==> src/hdl/dual_bus_pkg.sv <==
// Shared constants and types for the dual processor expansion bus link.
// Assumes one clock for both processors and the glue logic.
package dual_bus_pkg;

  localparam int unsigned DATA_W             = 32;
  localparam int unsigned PAGE_W             = 4;
  localparam int unsigned SLAVE_WAIT_DEFAULT = 2;

  // Reset-time strap layout on the shared data lines
  localparam int unsigned SPACE_TYPE_LSB = 16;
  localparam int unsigned SPACE_TYPE_W   = 3;
  localparam int unsigned RWPOL_BIT      = 12;
  localparam int unsigned HOST_MODE_BIT  = 11;
  localparam int unsigned ARB_EN_BIT     = 10;

  localparam logic [SPACE_TYPE_W-1:0] SPACE_TYPE_ASYNC = 3'h2;
  localparam logic                    HOST_MODE_ASYNC  = 1'h0;
  localparam logic                    RWPOL_READ_LOW   = 1'h0;
  localparam logic                    ARB_ON           = 1'h1;
  localparam logic                    ARB_OFF          = 1'h0;

  // Pull resistor pattern without the arbiter bit
  localparam logic [DATA_W-1:0] STRAP_BASE   = 32'h2222_0105;
  localparam logic [DATA_W-1:0] FIRST_STRAP  = STRAP_BASE | (32'h1 << ARB_EN_BIT);
  localparam logic [DATA_W-1:0] SECOND_STRAP = STRAP_BASE;

  localparam logic [PAGE_W-1:0] FIRST_PAGE_DEFAULT  = 4'h1;
  localparam logic [PAGE_W-1:0] SECOND_PAGE_DEFAULT = 4'h2;

  typedef enum logic [2:0] {M_IDLE, M_REQ, M_SETUP, M_STROBE, M_HOLD} master_e;

endpackage

==> src/hdl/exp_bus_if.sv <==
// Pins of one processor's expansion port as seen by the glue logic.
// Assumes two instances, one per processor, both joined to one glue block.
interface exp_bus_if;
  import dual_bus_pkg::*;

  logic              space0_chip_enable_n;
  logic              master_read_strobe_n;
  logic              master_write_strobe_n;
  logic              master_output_enable_n;
  logic              master_addr_bit2;
  logic [PAGE_W-1:0] master_addr_page;
  logic [DATA_W-1:0] data_out;
  logic              data_oe;
  logic              ready_out;
  logic              ready_oe;
  logic              hold_req;
  logic              bus_grant_ack_pin;
  logic              switch_close;
  logic              slave_host_select_n;
  logic              slave_direction_in;
  logic              slave_reg_select;
  logic              access_ready;
  logic [DATA_W-1:0] shared_data_lines;
  logic              hold_in;
  logic              bus_grant_ack;

  modport proc (
    output space0_chip_enable_n, master_read_strobe_n, master_write_strobe_n,
    output master_output_enable_n, master_addr_bit2, master_addr_page,
    output data_out, data_oe, ready_out, ready_oe, hold_req, bus_grant_ack_pin,
    output switch_close,
    input  slave_host_select_n, slave_direction_in, slave_reg_select,
    input  access_ready, shared_data_lines, hold_in, bus_grant_ack
  );

  modport glue (
    input  space0_chip_enable_n, master_read_strobe_n, master_write_strobe_n,
    input  master_output_enable_n, master_addr_bit2, master_addr_page,
    input  data_out, data_oe, ready_out, ready_oe, hold_req, bus_grant_ack_pin,
    input  switch_close,
    output slave_host_select_n, slave_direction_in, slave_reg_select,
    output access_ready, shared_data_lines, hold_in, bus_grant_ack
  );
endinterface

==> src/hdl/proc_end.sv <==
// Expansion port of one processor: async master port plus async host slave.
// Assumes the glue logic forms its select, direction and ready paths.
module proc_end #(
  parameter logic        IS_FIRST   = 1'h1,
  parameter int unsigned SLAVE_WAIT = dual_bus_pkg::SLAVE_WAIT_DEFAULT
) (
  input  wire logic                            clk_i,
  input  wire logic                            reset_i,
  exp_bus_if.proc                              bus,
  input  wire logic                            req_valid_i,
  input  wire logic                            req_write_i,
  input  wire logic                            req_reg_sel_i,
  input  wire logic [dual_bus_pkg::PAGE_W-1:0] req_page_i,
  input  wire logic [dual_bus_pkg::DATA_W-1:0] req_wdata_i,
  output logic                                 req_ready_o,
  output logic                                 done_o,
  output logic      [dual_bus_pkg::DATA_W-1:0] rdata_o,
  output logic                                 slave_wr_o,
  output logic      [dual_bus_pkg::DATA_W-1:0] slave_wr_data_o,
  output logic      [dual_bus_pkg::DATA_W-1:0] slave_addr_o,
  input  wire logic [dual_bus_pkg::DATA_W-1:0] slave_rdata_i,
  input  wire logic                            switch_close_i,
  output logic                                 cfg_arbiter_o,
  output logic                                 cfg_ok_o
);
  import dual_bus_pkg::*;

  localparam int unsigned WAIT_W = $clog2(SLAVE_WAIT + 1) + 1;

  typedef struct packed {
    master_e                 mst;
    logic                    grant;
    logic                    mdone;
    logic                    mwrite;
    logic                    mregsel;
    logic [PAGE_W-1:0]       mpage;
    logic [DATA_W-1:0]       mwdata;
    logic [DATA_W-1:0]       mrdata;
    logic                    cfg_arb;
    logic                    cfg_rwpol;
    logic                    cfg_host_mode;
    logic [SPACE_TYPE_W-1:0] cfg_space_type;
    logic                    served;
    logic [WAIT_W-1:0]       wcnt;
    logic [DATA_W-1:0]       host_addr;
    logic [DATA_W-1:0]       sdata;
    logic                    swr;
    logic [DATA_W-1:0]       swdata;
    logic                    gpio;
  } state_s;

  state_s s;
  state_s next_s;
  logic   active;
  logic   cfg_ok;
  logic   slave_sel;
  logic   slave_read;

  assign active     = (s.mst == M_SETUP) || (s.mst == M_STROBE) || (s.mst == M_HOLD);
  assign cfg_ok     = (s.cfg_space_type == SPACE_TYPE_ASYNC) &&
                      (s.cfg_host_mode == HOST_MODE_ASYNC);
  assign slave_sel  = !bus.slave_host_select_n && !active && cfg_ok;
  assign slave_read = (bus.slave_direction_in == s.cfg_rwpol);

  always_comb begin
    next_s       = s;
    next_s.mdone = 1'h0;
    next_s.swr   = 1'h0;
    next_s.gpio  = switch_close_i;
    if (IS_FIRST) begin
      next_s.grant = bus.hold_in && s.cfg_arb && !active;
    end else begin
      next_s.grant = 1'h0;
    end
    unique case (s.mst)
      M_IDLE: begin
        if (req_valid_i && cfg_ok) begin
          next_s.mst     = M_REQ;
          next_s.mwrite  = req_write_i;
          next_s.mregsel = req_reg_sel_i;
          next_s.mpage   = req_page_i;
          next_s.mwdata  = req_wdata_i;
        end
      end
      M_REQ: begin
        if (IS_FIRST ? (!s.grant && !bus.hold_in) : bus.bus_grant_ack) begin
          next_s.mst = M_SETUP;
        end
      end
      M_SETUP: begin
        next_s.mst = M_STROBE;
      end
      M_STROBE: begin
        if (bus.access_ready) begin
          if (!s.mwrite) begin
            next_s.mrdata = bus.shared_data_lines;
          end
          next_s.mst = M_HOLD;
        end
      end
      M_HOLD: begin
        next_s.mst   = M_IDLE;
        next_s.mdone = 1'h1;
      end
    endcase
    if (slave_sel && !s.served) begin
      if (s.wcnt == WAIT_W'(SLAVE_WAIT)) begin
        next_s.served = 1'h1;
        if (slave_read) begin
          next_s.sdata = bus.slave_reg_select ? slave_rdata_i : s.host_addr;
        end else if (bus.slave_reg_select) begin
          next_s.swr    = 1'h1;
          next_s.swdata = bus.shared_data_lines;
        end else begin
          next_s.host_addr = bus.shared_data_lines;
        end
      end else begin
        next_s.wcnt = s.wcnt + WAIT_W'(1);
      end
    end
    if (!slave_sel) begin
      next_s.served = 1'h0;
      next_s.wcnt   = '0;
    end
    if (reset_i) begin
      next_s                = '0;
      next_s.mst            = M_IDLE;
      next_s.cfg_arb        = bus.shared_data_lines[ARB_EN_BIT];
      next_s.cfg_rwpol      = bus.shared_data_lines[RWPOL_BIT];
      next_s.cfg_host_mode  = bus.shared_data_lines[HOST_MODE_BIT];
      next_s.cfg_space_type = bus.shared_data_lines[SPACE_TYPE_LSB +: SPACE_TYPE_W];
    end
  end

  always_ff @(posedge clk_i) begin
    s <= next_s;
  end

  assign bus.space0_chip_enable_n   = !active;
  assign bus.master_read_strobe_n   = !((s.mst == M_STROBE) && !s.mwrite);
  assign bus.master_write_strobe_n  = !((s.mst == M_STROBE) && s.mwrite);
  assign bus.master_output_enable_n = !(active && !s.mwrite);
  assign bus.master_addr_bit2       = active && s.mregsel;
  assign bus.master_addr_page       = s.mpage;
  assign bus.data_out               = active ? s.mwdata : s.sdata;
  assign bus.data_oe                = (active && s.mwrite) || (s.served && slave_read && slave_sel);
  assign bus.ready_out              = s.served;
  assign bus.ready_oe               = !active;
  assign bus.hold_req               = !IS_FIRST && (s.mst != M_IDLE);
  assign bus.bus_grant_ack_pin      = s.grant;
  assign bus.switch_close           = s.gpio;

  assign req_ready_o     = (s.mst == M_IDLE) && cfg_ok;
  assign done_o          = s.mdone;
  assign rdata_o         = s.mrdata;
  assign slave_wr_o      = s.swr;
  assign slave_wr_data_o = s.swdata;
  assign slave_addr_o    = s.host_addr;
  assign cfg_arbiter_o   = s.cfg_arb;
  assign cfg_ok_o        = cfg_ok && (s.cfg_rwpol == RWPOL_READ_LOW);
endmodule

==> src/flat_wrapper.sv <==
// flat-port wrapper written by rule: the top's interface ports become plain ports
module proc_end_flat import dual_bus_pkg::*;
#(
  parameter logic        IS_FIRST   = 1'h1,
  parameter int unsigned SLAVE_WAIT = dual_bus_pkg::SLAVE_WAIT_DEFAULT
)
  (clk_i, reset_i, req_valid_i, req_write_i, req_reg_sel_i, req_page_i, req_wdata_i, req_ready_o, done_o, rdata_o, slave_wr_o, slave_wr_data_o, slave_addr_o, slave_rdata_i, switch_close_i, cfg_arbiter_o, cfg_ok_o, bus_space0_chip_enable_n, bus_master_read_strobe_n, bus_master_write_strobe_n, bus_master_output_enable_n, bus_master_addr_bit2, bus_master_addr_page, bus_data_out, bus_data_oe, bus_ready_out, bus_ready_oe, bus_hold_req, bus_bus_grant_ack_pin, bus_switch_close, bus_slave_host_select_n, bus_slave_direction_in, bus_slave_reg_select, bus_access_ready, bus_shared_data_lines, bus_hold_in, bus_bus_grant_ack);
  exp_bus_if bus_i ();
  input  wire logic clk_i;
  input  wire logic reset_i;
  input  wire logic req_valid_i;
  input  wire logic req_write_i;
  input  wire logic req_reg_sel_i;
  input  wire logic [dual_bus_pkg::PAGE_W-1:0] req_page_i;
  input  wire logic [dual_bus_pkg::DATA_W-1:0] req_wdata_i;
  output logic req_ready_o;
  output logic done_o;
  output logic      [dual_bus_pkg::DATA_W-1:0] rdata_o;
  output logic slave_wr_o;
  output logic      [dual_bus_pkg::DATA_W-1:0] slave_wr_data_o;
  output logic      [dual_bus_pkg::DATA_W-1:0] slave_addr_o;
  input  wire logic [dual_bus_pkg::DATA_W-1:0] slave_rdata_i;
  input  wire logic switch_close_i;
  output logic cfg_arbiter_o;
  output logic cfg_ok_o;
  output wire logic [$bits(bus_i.space0_chip_enable_n)-1:0] bus_space0_chip_enable_n;
  output wire logic [$bits(bus_i.master_read_strobe_n)-1:0] bus_master_read_strobe_n;
  output wire logic [$bits(bus_i.master_write_strobe_n)-1:0] bus_master_write_strobe_n;
  output wire logic [$bits(bus_i.master_output_enable_n)-1:0] bus_master_output_enable_n;
  output wire logic [$bits(bus_i.master_addr_bit2)-1:0] bus_master_addr_bit2;
  output wire logic [$bits(bus_i.master_addr_page)-1:0] bus_master_addr_page;
  output wire logic [$bits(bus_i.data_out)-1:0] bus_data_out;
  output wire logic [$bits(bus_i.data_oe)-1:0] bus_data_oe;
  output wire logic [$bits(bus_i.ready_out)-1:0] bus_ready_out;
  output wire logic [$bits(bus_i.ready_oe)-1:0] bus_ready_oe;
  output wire logic [$bits(bus_i.hold_req)-1:0] bus_hold_req;
  output wire logic [$bits(bus_i.bus_grant_ack_pin)-1:0] bus_bus_grant_ack_pin;
  output wire logic [$bits(bus_i.switch_close)-1:0] bus_switch_close;
  input wire logic [$bits(bus_i.slave_host_select_n)-1:0] bus_slave_host_select_n;
  input wire logic [$bits(bus_i.slave_direction_in)-1:0] bus_slave_direction_in;
  input wire logic [$bits(bus_i.slave_reg_select)-1:0] bus_slave_reg_select;
  input wire logic [$bits(bus_i.access_ready)-1:0] bus_access_ready;
  input wire logic [$bits(bus_i.shared_data_lines)-1:0] bus_shared_data_lines;
  input wire logic [$bits(bus_i.hold_in)-1:0] bus_hold_in;
  input wire logic [$bits(bus_i.bus_grant_ack)-1:0] bus_bus_grant_ack;
  assign bus_space0_chip_enable_n = bus_i.space0_chip_enable_n;
  assign bus_master_read_strobe_n = bus_i.master_read_strobe_n;
  assign bus_master_write_strobe_n = bus_i.master_write_strobe_n;
  assign bus_master_output_enable_n = bus_i.master_output_enable_n;
  assign bus_master_addr_bit2 = bus_i.master_addr_bit2;
  assign bus_master_addr_page = bus_i.master_addr_page;
  assign bus_data_out = bus_i.data_out;
  assign bus_data_oe = bus_i.data_oe;
  assign bus_ready_out = bus_i.ready_out;
  assign bus_ready_oe = bus_i.ready_oe;
  assign bus_hold_req = bus_i.hold_req;
  assign bus_bus_grant_ack_pin = bus_i.bus_grant_ack_pin;
  assign bus_switch_close = bus_i.switch_close;
  assign bus_i.slave_host_select_n = bus_slave_host_select_n;
  assign bus_i.slave_direction_in = bus_slave_direction_in;
  assign bus_i.slave_reg_select = bus_slave_reg_select;
  assign bus_i.access_ready = bus_access_ready;
  assign bus_i.shared_data_lines = bus_shared_data_lines;
  assign bus_i.hold_in = bus_hold_in;
  assign bus_i.bus_grant_ack = bus_bus_grant_ack;
  proc_end #(.IS_FIRST(IS_FIRST), .SLAVE_WAIT(SLAVE_WAIT)) u_core (.clk_i(clk_i), .reset_i(reset_i), .bus(bus_i), .req_valid_i(req_valid_i), .req_write_i(req_write_i), .req_reg_sel_i(req_reg_sel_i), .req_page_i(req_page_i), .req_wdata_i(req_wdata_i), .req_ready_o(req_ready_o), .done_o(done_o), .rdata_o(rdata_o), .slave_wr_o(slave_wr_o), .slave_wr_data_o(slave_wr_data_o), .slave_addr_o(slave_addr_o), .slave_rdata_i(slave_rdata_i), .switch_close_i(switch_close_i), .cfg_arbiter_o(cfg_arbiter_o), .cfg_ok_o(cfg_ok_o));
endmodule
==> config.mk <==
export PLATFORM = sky130hd
export DESIGN_NAME = proc_end_flat
export DESIGN_NICKNAME = d
export VERILOG_FILES = /design/src/hdl/dual_bus_pkg.sv /design/src/hdl/exp_bus_if.sv /design/src/hdl/proc_end.sv /design/src/flat_wrapper.sv
export SDC_FILE = /design/constraint.sdc
export NUM_CORES = 1
export LEC_CHECK = 0
export ABC_AREA = 1
export BUFFER_PORTS_ARGS = -buffer_cell sky130_fd_sc_hd__buf_4
export CAP_MARGIN = 20
export CORE_MARGIN = 4
export CORE_UTILIZATION = 42
export CTS_CLUSTER_SIZE = 20
export DETAILED_ROUTE_END_ITERATION = 10
export PLACE_DENSITY = 0.72
export SLEW_MARGIN = 20
export SYNTH_ARGS = -nofsm -noshare
export SYNTH_HDL_FRONTEND = slang
export SYNTH_SLANG_ARGS = --single-unit
==> constraint.sdc <==
create_clock -name clk_i -period 4.3 [get_ports clk_i]
set_input_delay 0.215 -clock clk_i [delete_from_list [all_inputs] [get_ports clk_i]]
set_output_delay 0.215 -clock clk_i [all_outputs]
set_load 0.005 [all_outputs]
==> key figures, run 1 <==
Worst setup path
  • Critical path arrival: 2890 ps
  • Crit Path Category: flop to flop
  • Endpoint kind of the worst setup timing path: flop
  • Kind of start point of the critical path: flop
  • Reg-to-reg setup timing slack: 1720 ps
  • Largest fanout on the critical path: 68
  • R2r startpoint: u_core.s[182]
  • Critical R2R Capture: u_core.slave_addr_o[15]
  • Required time reported for the critical path endpoint: 4610 ps
  • Reg2reg path depth: 7

Place
  • Routability congestion estimate from global placement: 0.832
  • Number of I/O port buffers: 257
  • Post-detailed-placement cell area: 9790 um2
  • Worst slack after detailed placement: 1610 ps
  • Hpwl dp: 16400 um

Finish
  • Layout cells sized above 1: 0.234
  • Core utilization of the finished layout: 0.536
  • Number of inserted filler cells in the final layout: 1961
  • Number of inserted diodes: 0
  • Cell area after layout: 10600 um2
  • Area growth from synthesis to layout: 23.7%
  • NumNets Final: 1496

Yosys
  • Most instantiated flip-flop cell in the synthesis netlist: sky130_fd_sc_hd__dfxtp_1
  • Syn Area/Cell: 6.80 um2
  • Synth Instances: 1256
  • Asr flop ratio synth: 0
  • Number of storage elements in the synthesis netlist: 183
  • Count of flip-flops with a built-in enable after synthesis: 6
  • Syn Nets: 1370
  • Seq/Total Area, Yosys: 0.436
  • Cell variety after synth: 29
  • Ys Warns: 0
  • Post-synthesis cell area: 8540 um2

Clocking
  • Cts-stage hold buffer count: 10
  • Number of setup buffers added after CTS: 0
  • H-Tree Level Count: 4
  • Longest Clk Path Bufs: 2
  • Number of sinks handled by clock tree synthesis: 183
  • Clock input transition at the sequential cells of the worst setup and hold paths: 70 ps
  • Clk Latency, worst-skew pair: 430 ps
  • Buffer cell driving the clock tree root: sky130_fd_sc_hd__clkbuf_16
  • Inserted Clock Buffers: 17
  • Count of instances resized after the clock tree is built: 0
  • TritonCTS clock tree: done

Pwr
  • Maximum vdd drop: 234 uV
  • Static power due to leakage: 5.55 nW
  • P per Cell Area: 344 nW/um2
  • Power consumption: 3.63 mW

Timing
  • Number of hold violations in the final report: 0
  • Transition time at the pin with the least slew margin: 1000 ps
  • Worst slew slack as a fraction of its limit: 0.333
  • Pins over their slew limit: 0
  • Final setup violation count: 0
  • Min cycle time layout: 2580 ps
  • Upper clock frequency limit: 388 MHz
  • Final worst-path setup slack: 1720 ps
  • Portion of the clock cycle consumed by the worst path in the final layout: 0.599
  • Unrepaired setup endpoints after global routing: false
  • Skew final: 11.4 ps
  • Setup TNS: 0 ps

Route
  • Routed length on met2: 10900 um
  • Met3 Routed Length: 1500 um
  • Post-detailed-route count of antenna-violating nets: 0
  • Final WL: 23600 um
  • Routed vias/inst: 4.53
  • Total via count in the routed design: 7527
  • Post-route met1 wirelength: 10600 um
  • Post-route DRC violation count: 0
  • Detailed-routing iteration count for the pre-antenna-repair pass: 6
  • Wirelength per Cell: 14.2 um
  • Uppermost signal routing layer after detailed routing: met4
  • Iteration-0 DRC count of the detailed router: 417

Floorplanning
  • Placeable core region: 19700 um2
  • Height of the die: 151 um
  • Initial core utilization: 0.433
  • Horizontal extent of the die: 151 um
  • Cell row count: 51
  • Count of pins on the block boundary: 260
  • Area of the die: 22700 um2

Global route
  • Via count of the first global-routing pass: 6972
  • Number of antenna violations at the first check in global routing: 0
  • Global route total overflow: 0
  • GRT Overall Usage: 0.204
  • Wire length of the first global-routing pass: 36500 um
  • Pin count of the biggest net entering global routing: 104

Hold path
  • Hold-critical path endpoint: u_core.s[141]
  • Start point of the worst hold path: req_wdata_i[1]
  • Worst Hold Class: input port to flop
  • Hold Path Cell Cnt: 3

Run
  • Max-capacitance violation count: 0

Run status
  • Status: complete, no violations
==> cells in the mapped netlist (all sizes together) (2+ instances only) <==
cell type	count	area share
nor3	2	0.0025
ha	2	0.0029
buf	132	0.11
inv	120	0.053
nor2	347	0.15
nand4	4	0.0072
dfxtp	177	0.42
nand2	278	0.13
a21oi	3	0.0018
clkbuf	34	0.015
o21ai	138	0.081
nand3	8	0.0047
edfxtp	6	0.021
==> power breakdown <==
part	switching, mW	total, mW	internal (mW)
registers	0.00797	1.73	1.72
logic	0.0991	0.190	0.0911
clock network	0.701	1.71	1.01
total	0.808	3.63	2.82
==> registers in the layout (all words and copies together) (netlist names) <==
| register | flops |
|---|---|
| u_core.slave_wr_o | 1 |
| u_core.bus.switch_close | 1 |
| u_core.done_o | 1 |
| u_core.slave_addr_o | 32 |
| u_core.slave_wr_data_o | 32 |
| u_core.s | 77 |
| u_core.bus.bus_grant_ack_pin | 1 |
| u_core.rdata_o | 32 |
| u_core.bus.ready_out | 1 |
| u_core.cfg_arbiter_o | 1 |
| u_core.bus.master_addr_page | 4 |
==> area by class of cell <==
type	count	area, um2	share of cell area
clock buffers	19	453	0.0429
clock inverters	13	193	0.0182
inverters	121	457	0.0433
multi-input cells	786	3310	0.314
flip-flops and latches	183	3720	0.353
well taps	265	332	0.0314
repair buffers	273	2090	0.198
==> metrics by stage <==
stage	cells	hold slack, ps
4_1_cts	1659	3.03
5_1_grt	1660	7.71
6_report	1660	11.1
3_3_place_gp	1617	415
3_5_place_dp	1617	428
2_1_floorplan	1256	286
==> cells by family after synthesis <==
group           Yosys count  synth area share
other cells               1          0.000439
flops                   183             0.436
buf+inv                 287             0.177
fa+ha+maj                 2           0.00293
compound gates          143            0.0844
simple gates            640             0.299
==> worst max path at each step <==
stage / from / endpoint / slack [ps] / cells past startpoint
floorplan: u_core.s[104] / u_core.slave_wr_data_o[0] / 2820 / 8
global placement: u_core.s[181] / u_core.slave_wr_data_o[7] / 1680 / 7
detailed placement: u_core.s[182] / u_core.slave_wr_data_o[7] / 1610 / 7
CTS: u_core.s[181] / u_core.slave_wr_data_o[7] / 1580 / 7
global route: u_core.s[182] / u_core.slave_addr_o[30] / 1370 / 7
finish: u_core.s[182] / u_core.slave_addr_o[15] / 1720 / 7
==> layer usage <==
metal,vias to the layer above,track usage
met1,3366,0.271
met2,200,0.320
li1,3932,-
met5,-,0
met4,0,0.0666
met3,29,0.0560
==> cells in the final DEF (no fill, tap or decap), types with 6 or more instances in the layout <==
cell | Yosys | routed
sky130_fd_sc_hd__dlygate4sd3_1 | 0 | 10
sky130_fd_sc_hd__edfxtp_1 | 6 | 6
sky130_fd_sc_hd__o21ai_0 | 138 | 138
sky130_fd_sc_hd__nor2_1 | 345 | 344
sky130_fd_sc_hd__clkbuf_16 | 0 | 17
sky130_fd_sc_hd__nand2_2 | 21 | 21
sky130_fd_sc_hd__nand2_1 | 256 | 256
sky130_fd_sc_hd__inv_1 | 119 | 118
sky130_fd_sc_hd__nand3_1 | 8 | 8
sky130_fd_sc_hd__dfxtp_1 | 177 | 177
sky130_fd_sc_hd__buf_4 | 102 | 262
==> worst max-delay path, cell delays in order (launching register included) <==
cell and delay (ps):
sky130_fd_sc_hd__dfxtp_1 420, sky130_fd_sc_hd__inv_2 60, sky130_fd_sc_hd__nand2_1 100, sky130_fd_sc_hd__nand2_4 360, sky130_fd_sc_hd__nor2_8 330, sky130_fd_sc_hd__nand4_4 720, sky130_fd_sc_hd__nor2_1 370, sky130_fd_sc_hd__nor2_1 70
(Power assumes the default switching activity.)
==> run 2, diff against run 1 <==
==> constraint.sdc (replaced) <==
create_clock -name clk_i -period 2.5 [get_ports clk_i]
set_input_delay 0.125 -clock clk_i [delete_from_list [all_inputs] [get_ports clk_i]]
set_output_delay 0.125 -clock clk_i [all_outputs]
set_load 0.005 [all_outputs]
==> key figures, run 2 (synthesized netlist as in run 1, its figures left out) <==
Run status
  • Status: complete, no violations

Place
  • Hpwl dp: 16500 um (+1.0%)
  • Routability congestion estimate from global placement: 0.811 (-2.6%)
  • Post-detailed-placement cell area: 9850 um2 (+0.56%)
  • Worst slack after detailed placement: 403 ps (-1200 ps)
  • Number of I/O port buffers: 257 (unchanged)

Route
  • Routed vias/inst: 4.54 (about the same)
  • Wirelength per Cell: 14.3 um (+0.73%)
  • Post-detailed-route count of antenna-violating nets: 0 (unchanged)
  • Detailed-routing iteration count for the pre-antenna-repair pass: 6 (unchanged)
  • Total via count in the routed design: 7838 (+4.1%)
  • Post-route DRC violation count: 0 (unchanged)
  • Final WL: 24700 um (+4.9%)
  • Iteration-0 DRC count of the detailed router: 455 (+9.1%)

Finish
  • Top library cells by usage in the layout, fill and taps aside: sky130_fd_sc_hd__nor2_1, sky130_fd_sc_hd__buf_4, sky130_fd_sc_hd__nand2_1
  • Number of inserted filler cells in the final layout: 1832 (-6.6%)
  • Number of inserted diodes: 0 (unchanged)
  • Cell area after layout: 11200 um2 (+6.5%)
  • Register ranked first by flip-flop count: u_core.s
  • Core utilization of the finished layout: 0.570 (+0.0348)
  • NumNets Final: 1564 (+4.5%)
  • Largest register FFs: 77 (unchanged)
  • Layout cells sized above 1: 0.226 (-0.00816)
  • Area growth from synthesis to layout: 31.7%
  • Leading cell type in the layout, fill and taps excluded: sky130_fd_sc_hd__nor2_1

Worst setup path
  • Largest fanout on the critical path: 67 (-1.5%)
  • Required time reported for the critical path endpoint: 2380 ps (-2230 ps)
  • Kind of start point of the critical path: flop
  • R2r startpoint: u_core.s[104]
  • Critical path's largest stage delay: 370 ps (-350 ps)
  • Critical path arrival: 2080 ps (-810 ps)
  • Cells along the critical path: nor2_2, nand2_2, nand2_4, buf_6, inv_1, o21ai_0, buf_4
  • Reg2reg path depth: 6 (-1)
  • Critical R2R Capture: u_core.s[48]
  • Count of buffer and inverter cells on the critical path: 3 (+2)
  • Endpoint kind of the worst setup timing path: output port
  • Family with the most delay on the worst path: buffers and inverters
  • Slowest library cell on the worst path: sky130_fd_sc_hd__buf_6
  • Crit Path Category: flop to output port
  • Reg-to-reg setup timing slack: 350 ps (-1370 ps)

Clocking
  • Buffer cell driving the clock tree root: sky130_fd_sc_hd__clkbuf_16
  • Clk Latency, worst-skew pair: 430 ps (about the same)
  • TritonCTS clock tree: done
  • Number of setup buffers added after CTS: 0 (unchanged)
  • H-Tree Level Count: 4 (unchanged)
  • Inserted Clock Buffers: 17 (unchanged)
  • Clock input transition at the sequential cells of the worst setup and hold paths: 70 ps (about the same)
  • Number of sinks handled by clock tree synthesis: 183 (unchanged)
  • Longest Clk Path Bufs: 2 (unchanged)

Timing
  • Unrepaired setup endpoints after global routing: false
  • Transition time at the pin with the least slew margin: 878 ps (-123 ps)
  • Pins over their slew limit: 0 (unchanged)
  • Final setup violation count: 0 (unchanged)
  • Number of hold violations in the final report: 0 (unchanged)
  • Setup TNS: 0 ps (unchanged)
  • Skew final: 11.4 ps (+0.0186 ps)
  • Worst slew slack as a fraction of its limit: 0.414 (+0.0812)
  • Portion of the clock cycle consumed by the worst path in the final layout: 0.883
  • Min cycle time layout: 2210 ps
  • Upper clock frequency limit: 453 MHz
  • Final worst-path setup slack: 292 ps (-1430 ps)

Pwr
  • Power consumption: 6.33 mW (+74%)
  • Maximum vdd drop: 437 uV (+86%)
  • Static power due to leakage: 5.85 nW (+5.3%)
  • P per Cell Area: 563 nW/um2 (+64%)

Hold path
  • Hold Path Cell Cnt: 5 (+2)
  • Hold-critical path endpoint: u_core.s[65]
  • Start point of the worst hold path: slave_rdata_i[31]
  • Worst Hold Class: input port to flop

Floorplanning
  • Horizontal extent of the die: 151 um (unchanged)
  • Initial core utilization: 0.433 (unchanged)
  • Area of the die: 22700 um2 (unchanged)
  • Height of the die: 151 um (unchanged)
  • Count of pins on the block boundary: 260 (unchanged)
  • Cell row count: 51 (unchanged)
  • Placeable core region: 19700 um2 (unchanged)

Global route
  • Pin count of the biggest net entering global routing: 96 (-7.7%)
  • GRT Overall Usage: 0.212 (+0.00801)
  • Via count of the first global-routing pass: 7310 (+4.8%)
  • Number of antenna violations at the first check in global routing: 0 (unchanged)
  • Global route total overflow: 0 (unchanged)
  • Wire length of the first global-routing pass: 38100 um (+4.4%)

Run
  • Max-capacitance violation count: 0 (unchanged)
-- run 2: area by class of cell --
type	instances	area, um2	share of cell area
clock inverter	13	190	0.0169
tap	265	332	0.0295
sequential	183	3720	0.331
multi-input combinational	786	3310	0.295
inverter	121	457	0.0406
timing repair buffer	341	2780	0.247
clock buffer	19	453	0.0403
-- run 2: worst max path at each step --
stage / slack, ps / start / depth (start not counted) / endpoint
6_report: 290 / u_core.s[180] / 7 / bus_data_oe
3_3_place_gp: 440 / u_core.s[104] / 6 / u_core.s[34]
5_1_grt: 120 / u_core.s[102] / 6 / u_core.s[58]
4_1_cts: 140 / u_core.s[180] / 7 / bus_data_oe
2_1_floorplan: 1020 / u_core.s[104] / 8 / u_core.slave_wr_data_o[0]
3_5_place_dp: 400 / u_core.s[102] / 6 / u_core.s[46]
-- run 2: tightest hold or removal path, stage by stage --
cell and delay (ps):
sky130_fd_sc_hd__buf_4 80, sky130_fd_sc_hd__nand2_1 40, sky130_fd_sc_hd__o21ai_0 60, sky130_fd_sc_hd__nor2_1 50, sky130_fd_sc_hd__nor2_1 80
-- run 2: report_power, final --
group | switching, mW | total (mW) | internal, mW
combinational | 0.189 | 0.415 | 0.225
clock | 1.20 | 2.95 | 1.74
sequential | 0.0139 | 2.97 | 2.96
total | 1.41 | 6.33 | 4.93
-- run 2: per-layer routing --
layer | part of all wire | track usage | wire, um | vias to the layer above
met3 | 0.065 | 0.0542 | 1610 | 41
met5 | 0 | 0 | 0 | -
met1 | 0.45 | 0.280 | 11000 | 3488
li1 | - | - | - | 4073
met2 | 0.46 | 0.332 | 11400 | 236
met4 | 0.028 | 0.0825 | 684 | 0
-- run 2: what timing repair did --
| item | in CTS | in global routing |
|---|---|---|
| gates resized for setup | 0 | 1 |
| endpoints found under the hold margin | 138 | 0 |
| hold buffers | 75 | 0 |
| endpoints found under the setup margin | 0 | 1 |
-- run 2: through the flow --
step,hold WS (ps),instances
floorplan,196,1256
global placement,324,1621
detailed placement,347,1621
CTS,24.4,1728
global route,57.5,1728
finish,37.1,1728
